--- src/i2c_mgmt_pkg.sv ---
// Constants and types shared by the serial management slave port
package i2c_mgmt_pkg;
  // System clock period
  localparam int CLK_PERIOD_NS = 25;
  // Shortest pulse the line filters pass
  localparam int SPIKE_NS = 100;
  // Least time, rounded up to whole cycles
  localparam int SPIKE_CYC = (SPIKE_NS + CLK_PERIOD_NS - 1) / CLK_PERIOD_NS;
  // Default seven-bit slave identity
  localparam logic [6:0] DEFAULT_SLAVE_ID = 7'h0A;
  // Register word address (byte address with two zero bits appended)
  localparam int REG_ADDR_W = 10;
  localparam int DATA_W = 32;
  localparam int WR_W = REG_ADDR_W + DATA_W;
  // Write buffer depth
  localparam int WR_FIFO_DEPTH = 4;
  // Bit and byte counts
  localparam logic [3:0] BITS_PER_BYTE = 4'h8;
  localparam logic [1:0] LAST_BYTE = 2'h3;
  localparam logic [1:0] COMMIT_BYTE = 2'h2;
  // Address step per register word
  localparam logic [REG_ADDR_W-1:0] ADDR_STEP = 10'h004;
  localparam logic [REG_ADDR_W-1:0] ADDR_RESET = 10'h000;
  // Idle level of both lines
  localparam logic LINE_IDLE = 1'b1;
  // Protocol states
  typedef enum logic [3:0] {
    ST_IDLE,
    ST_CTRL,
    ST_REGADR,
    ST_WRDATA,
    ST_SLVACK,
    ST_RDLOAD,
    ST_RDDATA,
    ST_MSTACK,
    ST_IGNORE
  } slave_state_t;
endpackage : i2c_mgmt_pkg

--- src/mgmt_line_filter.sv ---
// Two-stage synchroniser and spike filter for one bus line
`timescale 1ns/1ps
module mgmt_line_filter (
  // Clock and reset
  input wire logic mclk,
  input wire logic rstn,
  // Line
  input wire logic lineIn,
  output logic lineOut
);
  import i2c_mgmt_pkg::*;

  logic sync1_reg;
  logic sync2_reg;
  logic [3:0] stableCnt_reg;

  ////////////////////////////////////////////////////////////////////////
  // Two flops; the first is read only by the second
  always_ff @(posedge mclk or negedge rstn) begin
    if (!rstn) begin
      sync1_reg <= LINE_IDLE;
      sync2_reg <= LINE_IDLE;
    end else begin
      sync1_reg <= lineIn;
      sync2_reg <= sync1_reg;
    end
  end

  // A new level must persist for the full spike time before it is passed
  always_ff @(posedge mclk or negedge rstn) begin
    if (!rstn) begin
      stableCnt_reg <= 4'h0;
      lineOut <= LINE_IDLE;
    end else if (sync2_reg == lineOut) begin
      stableCnt_reg <= 4'h0;
    end else if (stableCnt_reg == 4'(SPIKE_CYC - 1)) begin
      lineOut <= sync2_reg; // [RULE1]
      stableCnt_reg <= 4'h0;
    end else begin
      stableCnt_reg <= stableCnt_reg + 4'h1;
    end
  end
endmodule : mgmt_line_filter

--- src/mgmt_wr_fifo.sv ---
// Small FIFO for completed register writes
`timescale 1ns/1ps
module mgmt_wr_fifo #(
  parameter int WIDTH = 42,
  parameter int DEPTH = 4
) (
  // Clock and reset
  input wire logic mclk,
  input wire logic rstn,
  // Fill side
  input wire logic inValid,
  output logic inReady,
  input wire logic [WIDTH-1:0] inData,
  // Drain side
  output logic outValid,
  input wire logic outReady,
  output logic [WIDTH-1:0] outData
);
  localparam int PW = $clog2(DEPTH);

  logic [WIDTH-1:0] mem [DEPTH];
  logic [PW-1:0] wrPtr_reg;
  logic [PW-1:0] rdPtr_reg;
  logic [PW:0] count_reg;
  logic push;
  logic pop;

  ////////////////////////////////////////////////////////////////////////
  // Honest flags from the occupancy count
  assign inReady = (count_reg != (PW+1)'(DEPTH));
  assign outValid = (count_reg != '0);
  assign outData = mem[rdPtr_reg];
  assign push = inValid && inReady;
  assign pop = outValid && outReady;

  // Storage; no reset needed on data
  always_ff @(posedge mclk) begin
    if (push) begin
      mem[wrPtr_reg] <= inData;
    end
  end

  // Pointers wrap at the power-of-two depth
  always_ff @(posedge mclk or negedge rstn) begin
    if (!rstn) begin
      wrPtr_reg <= '0;
      rdPtr_reg <= '0;
      count_reg <= '0;
    end else begin
      if (push) begin
        wrPtr_reg <= wrPtr_reg + 1'b1;
      end
      if (pop) begin
        rdPtr_reg <= rdPtr_reg + 1'b1;
      end
      if (push && !pop) begin
        count_reg <= count_reg + 1'b1;
      end else if (pop && !push) begin
        count_reg <= count_reg - 1'b1;
      end
    end
  end
endmodule : mgmt_wr_fifo

--- src/i2c_slave_mgmt_port.sv ---
// Two-wire management slave giving a host access to system registers
`timescale 1ns/1ps

// Operation
// RULE1: Filter out clock and data spikes below 100ns
// RULE2: Never drive clock; data only low or released
// RULE3: Data edge while clock high: start/stop
// RULE4: Repeated start keeps busy, acts as start
// RULE5: Sample on clock high, eight bits, MSB first
// RULE6: Ninth pulse acknowledges; receiver pulls data low
// RULE7: Master nack ends slave data output
// RULE8: Active only with management mode strap set
// RULE9: Works at 100kHz and 400kHz clock rates
// RULE10: Control byte: seven-bit identity plus direction
// RULE11: Override strap selects strapped identity
// RULE12: Ack match; mismatch ignored until start
// RULE13: Write direction: register address byte follows
// RULE14: Start/stop after address keeps new address
// RULE15: Read direction: data follows control ack
// RULE16: Word access; address byte plus two zeros
// RULE17: Inert until configuration inputs are valid
// RULE18: Inert outside full power state
// RULE19: Host polls test pattern then ready bit
// RULE20: Host uses single reads while polling
// RULE21: Four bytes per read; ack continues, wraps
// RULE22: Write committed only after full 32 bits
// RULE23: Capture whole word before shifting out
// RULE24: Read side effects after third byte ack
// RULE25: Synchronise lines, detect in system clock
// RULE26: Reset to idle with address zero
module i2c_slave_mgmt_port (
  // Clock and reset
  input wire logic mclk,
  input wire logic rstn,
  // Serial bus pins
  input wire logic mgmtSerialClockPin,
  input wire logic mgmtSerialDataIn,
  output logic mgmtSerialDataOut,
  output logic mgmtSerialDataOeN,
  // Configuration and power
  input wire logic configValid,
  input wire logic serialMgmtModeStrap,
  input wire logic addrOverrideStrap,
  input wire logic [6:0] addrStrap,
  input wire logic fullPowerState,
  // Register read port
  output logic [i2c_mgmt_pkg::REG_ADDR_W-1:0] regAddr,
  output logic regRdStrobe,
  input wire logic [i2c_mgmt_pkg::DATA_W-1:0] regRdData,
  output logic regRdCommit,
  // Register write port
  output logic regWrValid,
  input wire logic regWrReady,
  output logic [i2c_mgmt_pkg::REG_ADDR_W-1:0] regWrAddr,
  output logic [i2c_mgmt_pkg::DATA_W-1:0] regWrData,
  // Status
  output logic busBusy
);
  import i2c_mgmt_pkg::*;

  ////////////////////////////////////////////////////////////////////////
  // Declarations
  logic sclF;
  logic sdaF;
  logic sclPrev_reg;
  logic sdaPrev_reg;
  logic sclRise;
  logic sclFall;
  logic startCond;
  logic stopCond;
  logic strapsTaken_reg;
  logic modeOn_reg;
  logic [6:0] slaveId_reg;
  logic active;
  slave_state_t state_reg;
  slave_state_t afterAck_reg;
  logic [3:0] bitCnt_reg;
  logic [1:0] byteIdx_reg;
  logic [7:0] rxByte_reg;
  logic [7:0] rxNow;
  logic [DATA_W-1:0] txWord_reg;
  logic [DATA_W-1:0] wrWord_reg;
  logic mstAck_reg;
  logic fifoInValid;
  logic fifoInReady;
  logic [WR_W-1:0] fifoInData;
  logic fifoOutValid;
  logic fifoOutReady;
  logic [WR_W-1:0] fifoOutData;

  ////////////////////////////////////////////////////////////////////////
  // Line conditioning: each line is synchronised and filtered before
  // any edge logic sees it, so the system clock must run well above
  // the bus rate; 40 MHz leaves ample margin at 400 kHz.
  mgmt_line_filter u_scl_filter (
    .mclk(mclk),
    .rstn(rstn),
    .lineIn(mgmtSerialClockPin),
    .lineOut(sclF)
  ); // [RULE25] [RULE9]

  mgmt_line_filter u_sda_filter (
    .mclk(mclk),
    .rstn(rstn),
    .lineIn(mgmtSerialDataIn),
    .lineOut(sdaF)
  ); // [RULE25]

  // Previous filtered levels for edge detection
  always_ff @(posedge mclk or negedge rstn) begin
    if (!rstn) begin
      sclPrev_reg <= LINE_IDLE;
      sdaPrev_reg <= LINE_IDLE;
    end else begin
      sclPrev_reg <= sclF;
      sdaPrev_reg <= sdaF;
    end
  end

  // Edges and bus conditions
  assign sclRise = sclF && !sclPrev_reg;
  assign sclFall = !sclF && sclPrev_reg;
  assign startCond = sclF && sclPrev_reg && sdaPrev_reg && !sdaF; // [RULE3]
  assign stopCond = sclF && sclPrev_reg && !sdaPrev_reg && sdaF; // [RULE3]

  // Byte including the bit arriving on this clock rise
  assign rxNow = {rxByte_reg[6:0], sdaF};

  ////////////////////////////////////////////////////////////////////////
  // Straps are caught once, on the first cycle configuration is valid;
  // later strap wiggles cannot move the identity mid-transfer.
  always_ff @(posedge mclk or negedge rstn) begin
    if (!rstn) begin
      strapsTaken_reg <= 1'b0;
      modeOn_reg <= 1'b0;
      slaveId_reg <= DEFAULT_SLAVE_ID;
    end else if (configValid && !strapsTaken_reg) begin
      strapsTaken_reg <= 1'b1;
      modeOn_reg <= serialMgmtModeStrap; // [RULE8]
      slaveId_reg <= addrOverrideStrap ? addrStrap : DEFAULT_SLAVE_ID; // [RULE11] [RULE10]
    end
  end

  // Port is live only when configured, selected and at full power
  assign active = strapsTaken_reg && modeOn_reg && configValid && fullPowerState; // [RULE17] [RULE18]

  ////////////////////////////////////////////////////////////////////////
  // Bus busy between start and stop; a repeated start leaves it set
  always_ff @(posedge mclk or negedge rstn) begin
    if (!rstn) begin
      busBusy <= 1'b0;
    end else if (!active) begin
      busBusy <= 1'b0;
    end else if (startCond) begin
      busBusy <= 1'b1; // [RULE4]
    end else if (stopCond) begin
      busBusy <= 1'b0;
    end
  end

  // The data pin is only ever pulled low; there is no clock driver
  always_ff @(posedge mclk or negedge rstn) begin
    if (!rstn) begin
      mgmtSerialDataOut <= 1'b0;
    end else begin
      mgmtSerialDataOut <= 1'b0; // [RULE2]
    end
  end

  ////////////////////////////////////////////////////////////////////////
  // Bit shifter: receive states sample on the clock rise
  always_ff @(posedge mclk or negedge rstn) begin
    if (!rstn) begin
      rxByte_reg <= 8'h00;
    end else if (active && sclRise) begin
      rxByte_reg <= rxNow; // [RULE5]
    end
  end

  // Master acknowledge is sampled on the ninth rise of each read byte
  always_ff @(posedge mclk or negedge rstn) begin
    if (!rstn) begin
      mstAck_reg <= 1'b0;
    end else if (active && sclRise && state_reg == ST_MSTACK) begin
      mstAck_reg <= !sdaF; // [RULE6]
    end
  end

  // Read side effects fire once the third byte has been acked
  always_ff @(posedge mclk or negedge rstn) begin
    if (!rstn) begin
      regRdCommit <= 1'b0;
    end else begin
      regRdCommit <= active && sclRise && state_reg == ST_MSTACK && !sdaF
                     && byteIdx_reg == COMMIT_BYTE; // [RULE24]
    end
  end

  ////////////////////////////////////////////////////////////////////////
  // Protocol engine. Data changes only just after a clock fall, which
  // the filter delay turns into well over 100 ns of hold time.
  always_ff @(posedge mclk or negedge rstn) begin
    if (!rstn) begin
      state_reg <= ST_IDLE; // [RULE26]
      afterAck_reg <= ST_IDLE;
      bitCnt_reg <= 4'h0;
      byteIdx_reg <= 2'h0;
      regAddr <= ADDR_RESET; // [RULE26]
      txWord_reg <= '0;
      wrWord_reg <= '0;
      mgmtSerialDataOeN <= 1'b1;
      regRdStrobe <= 1'b0;
    end else begin
      regRdStrobe <= 1'b0;
      if (!active) begin
        // Pins have no effect; stay released and idle
        state_reg <= ST_IDLE; // [RULE17] [RULE18]
        mgmtSerialDataOeN <= 1'b1;
      end else if (startCond) begin
        // Start or repeated start: any partial word is dropped
        state_reg <= ST_CTRL; // [RULE4] [RULE22] [RULE14]
        bitCnt_reg <= 4'h0;
        byteIdx_reg <= 2'h0;
        mgmtSerialDataOeN <= 1'b1;
      end else if (stopCond) begin
        state_reg <= ST_IDLE; // [RULE22] [RULE14]
        mgmtSerialDataOeN <= 1'b1;
      end else begin
        case (state_reg)
          ST_CTRL, ST_REGADR, ST_WRDATA: begin
            if (sclRise) begin
              bitCnt_reg <= bitCnt_reg + 4'h1; // [RULE5]
            end
            if (sclFall && bitCnt_reg == BITS_PER_BYTE) begin
              bitCnt_reg <= 4'h0;
              if (state_reg == ST_CTRL) begin
                if (rxByte_reg[7:1] == slaveId_reg) begin
                  mgmtSerialDataOeN <= 1'b0; // [RULE12] [RULE6]
                  state_reg <= ST_SLVACK;
                  afterAck_reg <= rxByte_reg[0] ? ST_RDLOAD : ST_REGADR; // [RULE13] [RULE15]
                end else begin
                  state_reg <= ST_IGNORE; // [RULE12]
                end
              end else if (state_reg == ST_REGADR) begin
                regAddr <= {rxByte_reg, 2'b00}; // [RULE16] [RULE14]
                byteIdx_reg <= 2'h0;
                mgmtSerialDataOeN <= 1'b0; // [RULE13]
                state_reg <= ST_SLVACK;
                afterAck_reg <= ST_WRDATA;
              end else begin
                wrWord_reg <= {wrWord_reg[DATA_W-9:0], rxByte_reg};
                byteIdx_reg <= byteIdx_reg + 2'h1;
                afterAck_reg <= ST_WRDATA;
                if (byteIdx_reg != LAST_BYTE) begin
                  mgmtSerialDataOeN <= 1'b0;
                  state_reg <= ST_SLVACK;
                end else if (fifoInReady) begin
                  // Full word: it is pushed now and the address steps
                  regAddr <= regAddr + ADDR_STEP; // [RULE22] [RULE21]
                  mgmtSerialDataOeN <= 1'b0;
                  state_reg <= ST_SLVACK;
                end else begin
                  // Buffer full: refuse the byte rather than lose it
                  state_reg <= ST_IGNORE;
                end
              end
            end
          end
          ST_SLVACK: begin
            // Hold the acknowledge through the ninth high period
            if (sclFall) begin
              mgmtSerialDataOeN <= 1'b1; // [RULE6]
              state_reg <= afterAck_reg;
            end
          end
          ST_RDLOAD: begin
            // Whole word is captured before its first bit goes out
            txWord_reg <= {regRdData[DATA_W-2:0], 1'b0}; // [RULE23]
            mgmtSerialDataOeN <= regRdData[DATA_W-1]; // [RULE15]
            regRdStrobe <= 1'b1;
            bitCnt_reg <= 4'h0;
            byteIdx_reg <= 2'h0;
            state_reg <= ST_RDDATA;
          end
          ST_RDDATA: begin
            if (sclRise) begin
              bitCnt_reg <= bitCnt_reg + 4'h1;
            end
            if (sclFall) begin
              if (bitCnt_reg == BITS_PER_BYTE) begin
                mgmtSerialDataOeN <= 1'b1; // [RULE6]
                state_reg <= ST_MSTACK;
              end else begin
                mgmtSerialDataOeN <= txWord_reg[DATA_W-1]; // [RULE5]
                txWord_reg <= {txWord_reg[DATA_W-2:0], 1'b0};
              end
            end
          end
          ST_MSTACK: begin
            if (sclFall) begin
              bitCnt_reg <= 4'h0;
              if (!mstAck_reg) begin
                // Nack: release and wait for stop or start
                state_reg <= ST_IGNORE; // [RULE7]
                if (byteIdx_reg == LAST_BYTE) begin
                  regAddr <= regAddr + ADDR_STEP; // [RULE21]
                end
              end else if (byteIdx_reg == LAST_BYTE) begin
                // Ack on the fourth byte: next register, wrapping to zero
                regAddr <= regAddr + ADDR_STEP; // [RULE21]
                state_reg <= ST_RDLOAD;
              end else begin
                byteIdx_reg <= byteIdx_reg + 2'h1;
                mgmtSerialDataOeN <= txWord_reg[DATA_W-1];
                txWord_reg <= {txWord_reg[DATA_W-2:0], 1'b0};
                state_reg <= ST_RDDATA;
              end
            end
          end
          ST_IGNORE: begin
            mgmtSerialDataOeN <= 1'b1; // [RULE12] [RULE7]
          end
          ST_IDLE: begin
            mgmtSerialDataOeN <= 1'b1;
          end
          default: begin
            state_reg <= ST_IDLE;
            mgmtSerialDataOeN <= 1'b1;
          end
        endcase
      end
    end
  end

  ////////////////////////////////////////////////////////////////////////
  // Completed writes enter the buffer on the fourth byte's last fall
  assign fifoInValid = active && !startCond && !stopCond && state_reg == ST_WRDATA
                       && sclFall && bitCnt_reg == BITS_PER_BYTE
                       && byteIdx_reg == LAST_BYTE; // [RULE22]
  assign fifoInData = {regAddr, wrWord_reg[DATA_W-9:0], rxByte_reg};

  mgmt_wr_fifo #(
    .WIDTH(WR_W),
    .DEPTH(WR_FIFO_DEPTH)
  ) u_wr_fifo (
    .mclk(mclk),
    .rstn(rstn),
    .inValid(fifoInValid),
    .inReady(fifoInReady),
    .inData(fifoInData),
    .outValid(fifoOutValid),
    .outReady(fifoOutReady),
    .outData(fifoOutData)
  );

  // Output stage keeps the write port straight from flops
  assign fifoOutReady = !regWrValid || regWrReady;

  always_ff @(posedge mclk or negedge rstn) begin
    if (!rstn) begin
      regWrValid <= 1'b0;
      regWrAddr <= ADDR_RESET;
      regWrData <= '0;
    end else if (fifoOutReady) begin
      regWrValid <= fifoOutValid;
      if (fifoOutValid) begin
        regWrAddr <= fifoOutData[WR_W-1:DATA_W];
        regWrData <= fifoOutData[DATA_W-1:0];
      end
    end
  end
endmodule : i2c_slave_mgmt_port

--- config.mk ---
export PLATFORM = sky130hd
export DESIGN_NAME = i2c_slave_mgmt_port
export DESIGN_NICKNAME = d
export VERILOG_FILES = /design/src/i2c_mgmt_pkg.sv /design/src/mgmt_line_filter.sv /design/src/mgmt_wr_fifo.sv /design/src/i2c_slave_mgmt_port.sv
export SDC_FILE = /design/constraint.sdc
export NUM_CORES = 1
export LEC_CHECK = 0
export BUFFER_PORTS_ARGS = -buffer_cell sky130_fd_sc_hd__buf_2
export CAP_MARGIN = 0
export CORE_MARGIN = 3
export CORE_UTILIZATION = 51
export DETAILED_ROUTE_END_ITERATION = 10
export GPL_TIMING_DRIVEN = 0
export PLACE_DENSITY = 0.7
export SYNTH_ARGS = -nofsm -noshare
export SYNTH_HDL_FRONTEND = slang
export SYNTH_SLANG_ARGS = --single-unit
--- constraint.sdc ---
create_clock -name mclk -period 3.9 [get_ports mclk]
set_input_delay 0.195 -clock mclk [delete_from_list [all_inputs] [get_ports mclk]]
set_output_delay 0.195 -clock mclk [all_outputs]
set_load 0.01 [all_outputs]
==> results.tsv <==
stage	metric	value	unit
synth	synth.distinct_cells	63	
synth	ys_warn_count	0	
finish	fin_cells	1402	
floorplanning	die_w	168.1	um
floorplanning	ios	106	
clock_tree	clk_pin_slew	0.06	ns
finish	syn_to_final_growth	19.22	%
place	dp_cells	1295	
worst_setup_path	cp.arrival	3.50	ns
routing	drc	0	
global_routing	grt_overflow	0	
power_and_ir_drop	power_leakage	7.129	nW
sta	fin_crit	3.072	ns
clock_tree	cts_root_buffer	clkbuf_16	
clock_tree	clk_latency	0.51	ns
sta	rsz0062_at_grt	false	
outcome	status	finished clean	
sta	period_share	78.78	%
routing	wirelength	26.01	mm
sta	hold_viol	0	
worst_setup_path	end_kind	flop	
power_and_ir_drop	p_per_area	506.4	nW/um^2
sta	tns	0	ns
worst_setup_path	worstSetupPathType	reg2reg	
clock_tree	clkSinkCount	322	
finish	largest_reg_flops	160	
hold_path	hp-class	in2reg	
synth	ys_ff_latch	322	
place	place.gp.congestion	0.9173	
synth	avgSynthCellArea	15.65	sq um
power_and_ir_drop	vdd_drop_max	412.1	uV
routing	num_vias	7708	
global_routing	antenna_found_initial	0	
clock_tree	cts_buffers	35	
synth	synth_edf_count	160	
routing	dr.pass1.iters	5	
clock_tree	cts_tree	done	
synth	synth_top_area_share	35.86	%
flow_run	maxCapViolCount	0	
worst_setup_path	critPathRequiredTime	4.32	ns
finish	antennaDiodeCount	0	
floorplanning	die_y	168.1	um
worst_setup_path	cp_max_fo	7	
floorplanning	die-area	28250	sq um
worst_setup_path	worst_setup_path_start_kind	flop	
sta	slew_violations	0	
power_and_ir_drop	seqPwrFrac	47.6	%
sta	tightest_slew	0.7675	ns
synth	synth-seq-area-share	66.22	%
synth	yosys-top-cells-area	edfxtp_1 36%, dfrtp_1 28%, mux2_2 6.7%, mux4_2 6.7%, mux2i_1 2.6%	
sta	clock_skew	0.01419	ns
floorplanning	start_util	52.60	%
clock_tree	max-clock-path-buffers	3	
power_and_ir_drop	power_frac_clock	38.0	%
synth	synthArstFlopShare	50.31	%
power_and_ir_drop	internal_power	6.068	mW
routing	drt_iter0_drc	541	
floorplanning	core	25470	sq um
global_routing	grt.total_usage	18.86	%
worst_setup_path	r2r_slack	0.83	ns
global_routing	grt_max_degree	83	
power_and_ir_drop	switching_share	24.99	%
synth	synth_area_leader_cell	edfxtp_1	
routing	wl_per_cell	18.55	um
routing	ant_nets	0	
finish	n_fill_cell	1893	
finish	layout.nets	1107	
sta	fmax	325.5	MHz
place	dp_slack	0.8419	ns
floorplanning	rows	58	
power_and_ir_drop	power.total	8.089	mW
global_routing	grt_pass1_vias	7870	
sta	slew_headroom	48.11	%
synth	synth_flop_cell	edfxtp_1	
routing	vias_per_cell	5.498	
power_and_ir_drop	switchingPower	2.021	mW
synth	synthCells	856	
global_routing	grt_pass1_wl	42.75	mm
clock_tree	cts.htree.levels	2	
sta	final.setup.worst_slack	0.8277	ns
synth	synthesis.area	13400	sq um
sta	timing.hold.ws	0.01722	ns
finish	drive_gt1_share	33.96	%
power_and_ir_drop	p_comb_share	14.4	%
place	io_buffers	100	
sta	finalSetupViolations	0	
place	dp_hpwl	17.01	mm
power groups by stage:
stage               clock (mW)  sequential [mW]  combinational (mW)
finish                    3.07             3.85                1.16
global route              3.28             3.88                1.29
CTS                       3.16             3.86                1.20
detailed placement           0             3.92                1.16
global placement             0             3.91                1.14
floorplan                    0             3.91               0.793
placed cells by master (no fill, tap or decap), drive strengths merged, types with 3 or more instances in the layout:
master and count:
a21oi 20, a31oi 9, and2 5, and3 3
and3b 3, buf 142, clkbuf 70, clkinv 5
conb 5, dfrtp 151, dfstp 11, dlygate4sd3 44
edfxtp 160, ha 12, inv 19, mux2 80
mux2i 35, mux4 40, nand2 72, nand2b 9
nand3 13, nand3b 3, nand4 5, nor2 17
nor2b 7, nor3 8, nor3b 5, nor4 5
o21a 3, o21ai 52, o22ai 6, o31ai 3
or2 3, xnor2 7, xor2 14
cells in the mapped netlist (14+ instances only):
library cell	count
edfxtp_1	160
dfrtp_1	151
mux2_2	80
nand2_1	72
mux4_2	40
mux2i_1	35
o21ai_2	30
a21oi_1	20
o21ai_0	19
clkbuf_1	17
inv_1	16
nor2_1	16
buf_4	14
xor2_1	14
layout make-up:
cell class / instances / area (sq um) / area share, %
Multi-Input combinational cell: 468 / 4149 / 25.97
Tap cell: 330 / 412.9 / 2.585
Buffer: 54 / 337.8 / 2.115
Timing Repair Buffer: 149 / 1074 / 6.720
Sequential cell: 322 / 8872 / 55.54
Inverter: 16 / 60.06 / 0.3760
Clock inverter: 10 / 85.08 / 0.5326
Clock buffer: 53 / 983.4 / 6.156
timing repair:
item / 4_1_cts / 5_1_grt
resized for setup: 0 / 0
endpoints found under the setup margin: 0 / 0
buffers inserted: 0 / 0
hold buffers: 44 / 0
hold endpoints to repair: 112 / 0
critical path, cell delays in order, from the launching register on:
cell and delay [ns]:
dfrtp_1 0.39, inv_1 0.10, ha_1 0.17, nand3b_1 0.19, nor2_1 0.28, nand3_2 0.32
nor2_2 0.37, ha_1 0.24, inv_1 0.07, fa_1 0.43, xor2_1 0.17, nor2_1 0.12
xor2_1 0.16
final timing paths:
kind / end / from / cells after the start
setup reg to reg: u_wr_fifo.count_reg[2]$_DFFE_PN0P_ / bitCnt_reg[0]$_DFFE_PN0P_ / 12
min in group asynchronous: regWrData[27]$_DFFE_PN0P_ / rstn / 2
hold / removal: slaveId_reg[4]$_DFFE_PN0P_ / addrStrap[4] / 3
setup / recovery: u_wr_fifo.count_reg[2]$_DFFE_PN0P_ / bitCnt_reg[0]$_DFFE_PN0P_ / 12
hold reg to reg: u_scl_filter.sync2_reg$_DFF_PN1_ / u_scl_filter.sync1_reg$_DFF_PN1_ / 0
max in group asynchronous: txWord_reg[7]$_DFFE_PN0P_ / rstn / 3
cell families after synthesis:
| logic type | synth area share, % |
|---|---|
| DFF | 66.22 |
| and+or+nand+nor | 6.639 |
| muxes | 16.06 |
| AOI/OAI and AO/OA | 5.388 |
| buffers and inverters | 2.970 |
| xor gates and xnor gates | 1.429 |
| adders and majority gates | 1.270 |
| other | 0.02799 |
per-stage QoR:
step                instance area, sq um  util [%]
detailed placement                 14470     56.79
finish                             15970     62.71
CTS                                15970     62.71
floorplan                          13410         -
global placement                   14330     56.25
global route                       15970     62.71
routing by layer:
metal,wire (um),GRT usage (%),share of wire (%)
met1,11450,26.69,44
met2,12840,31.24,49
met3,1151,2.489,4.4
met4,561,5.265,2.2
met5,0,0,0
No activity file was read; power rests on OpenSTA's default activity.
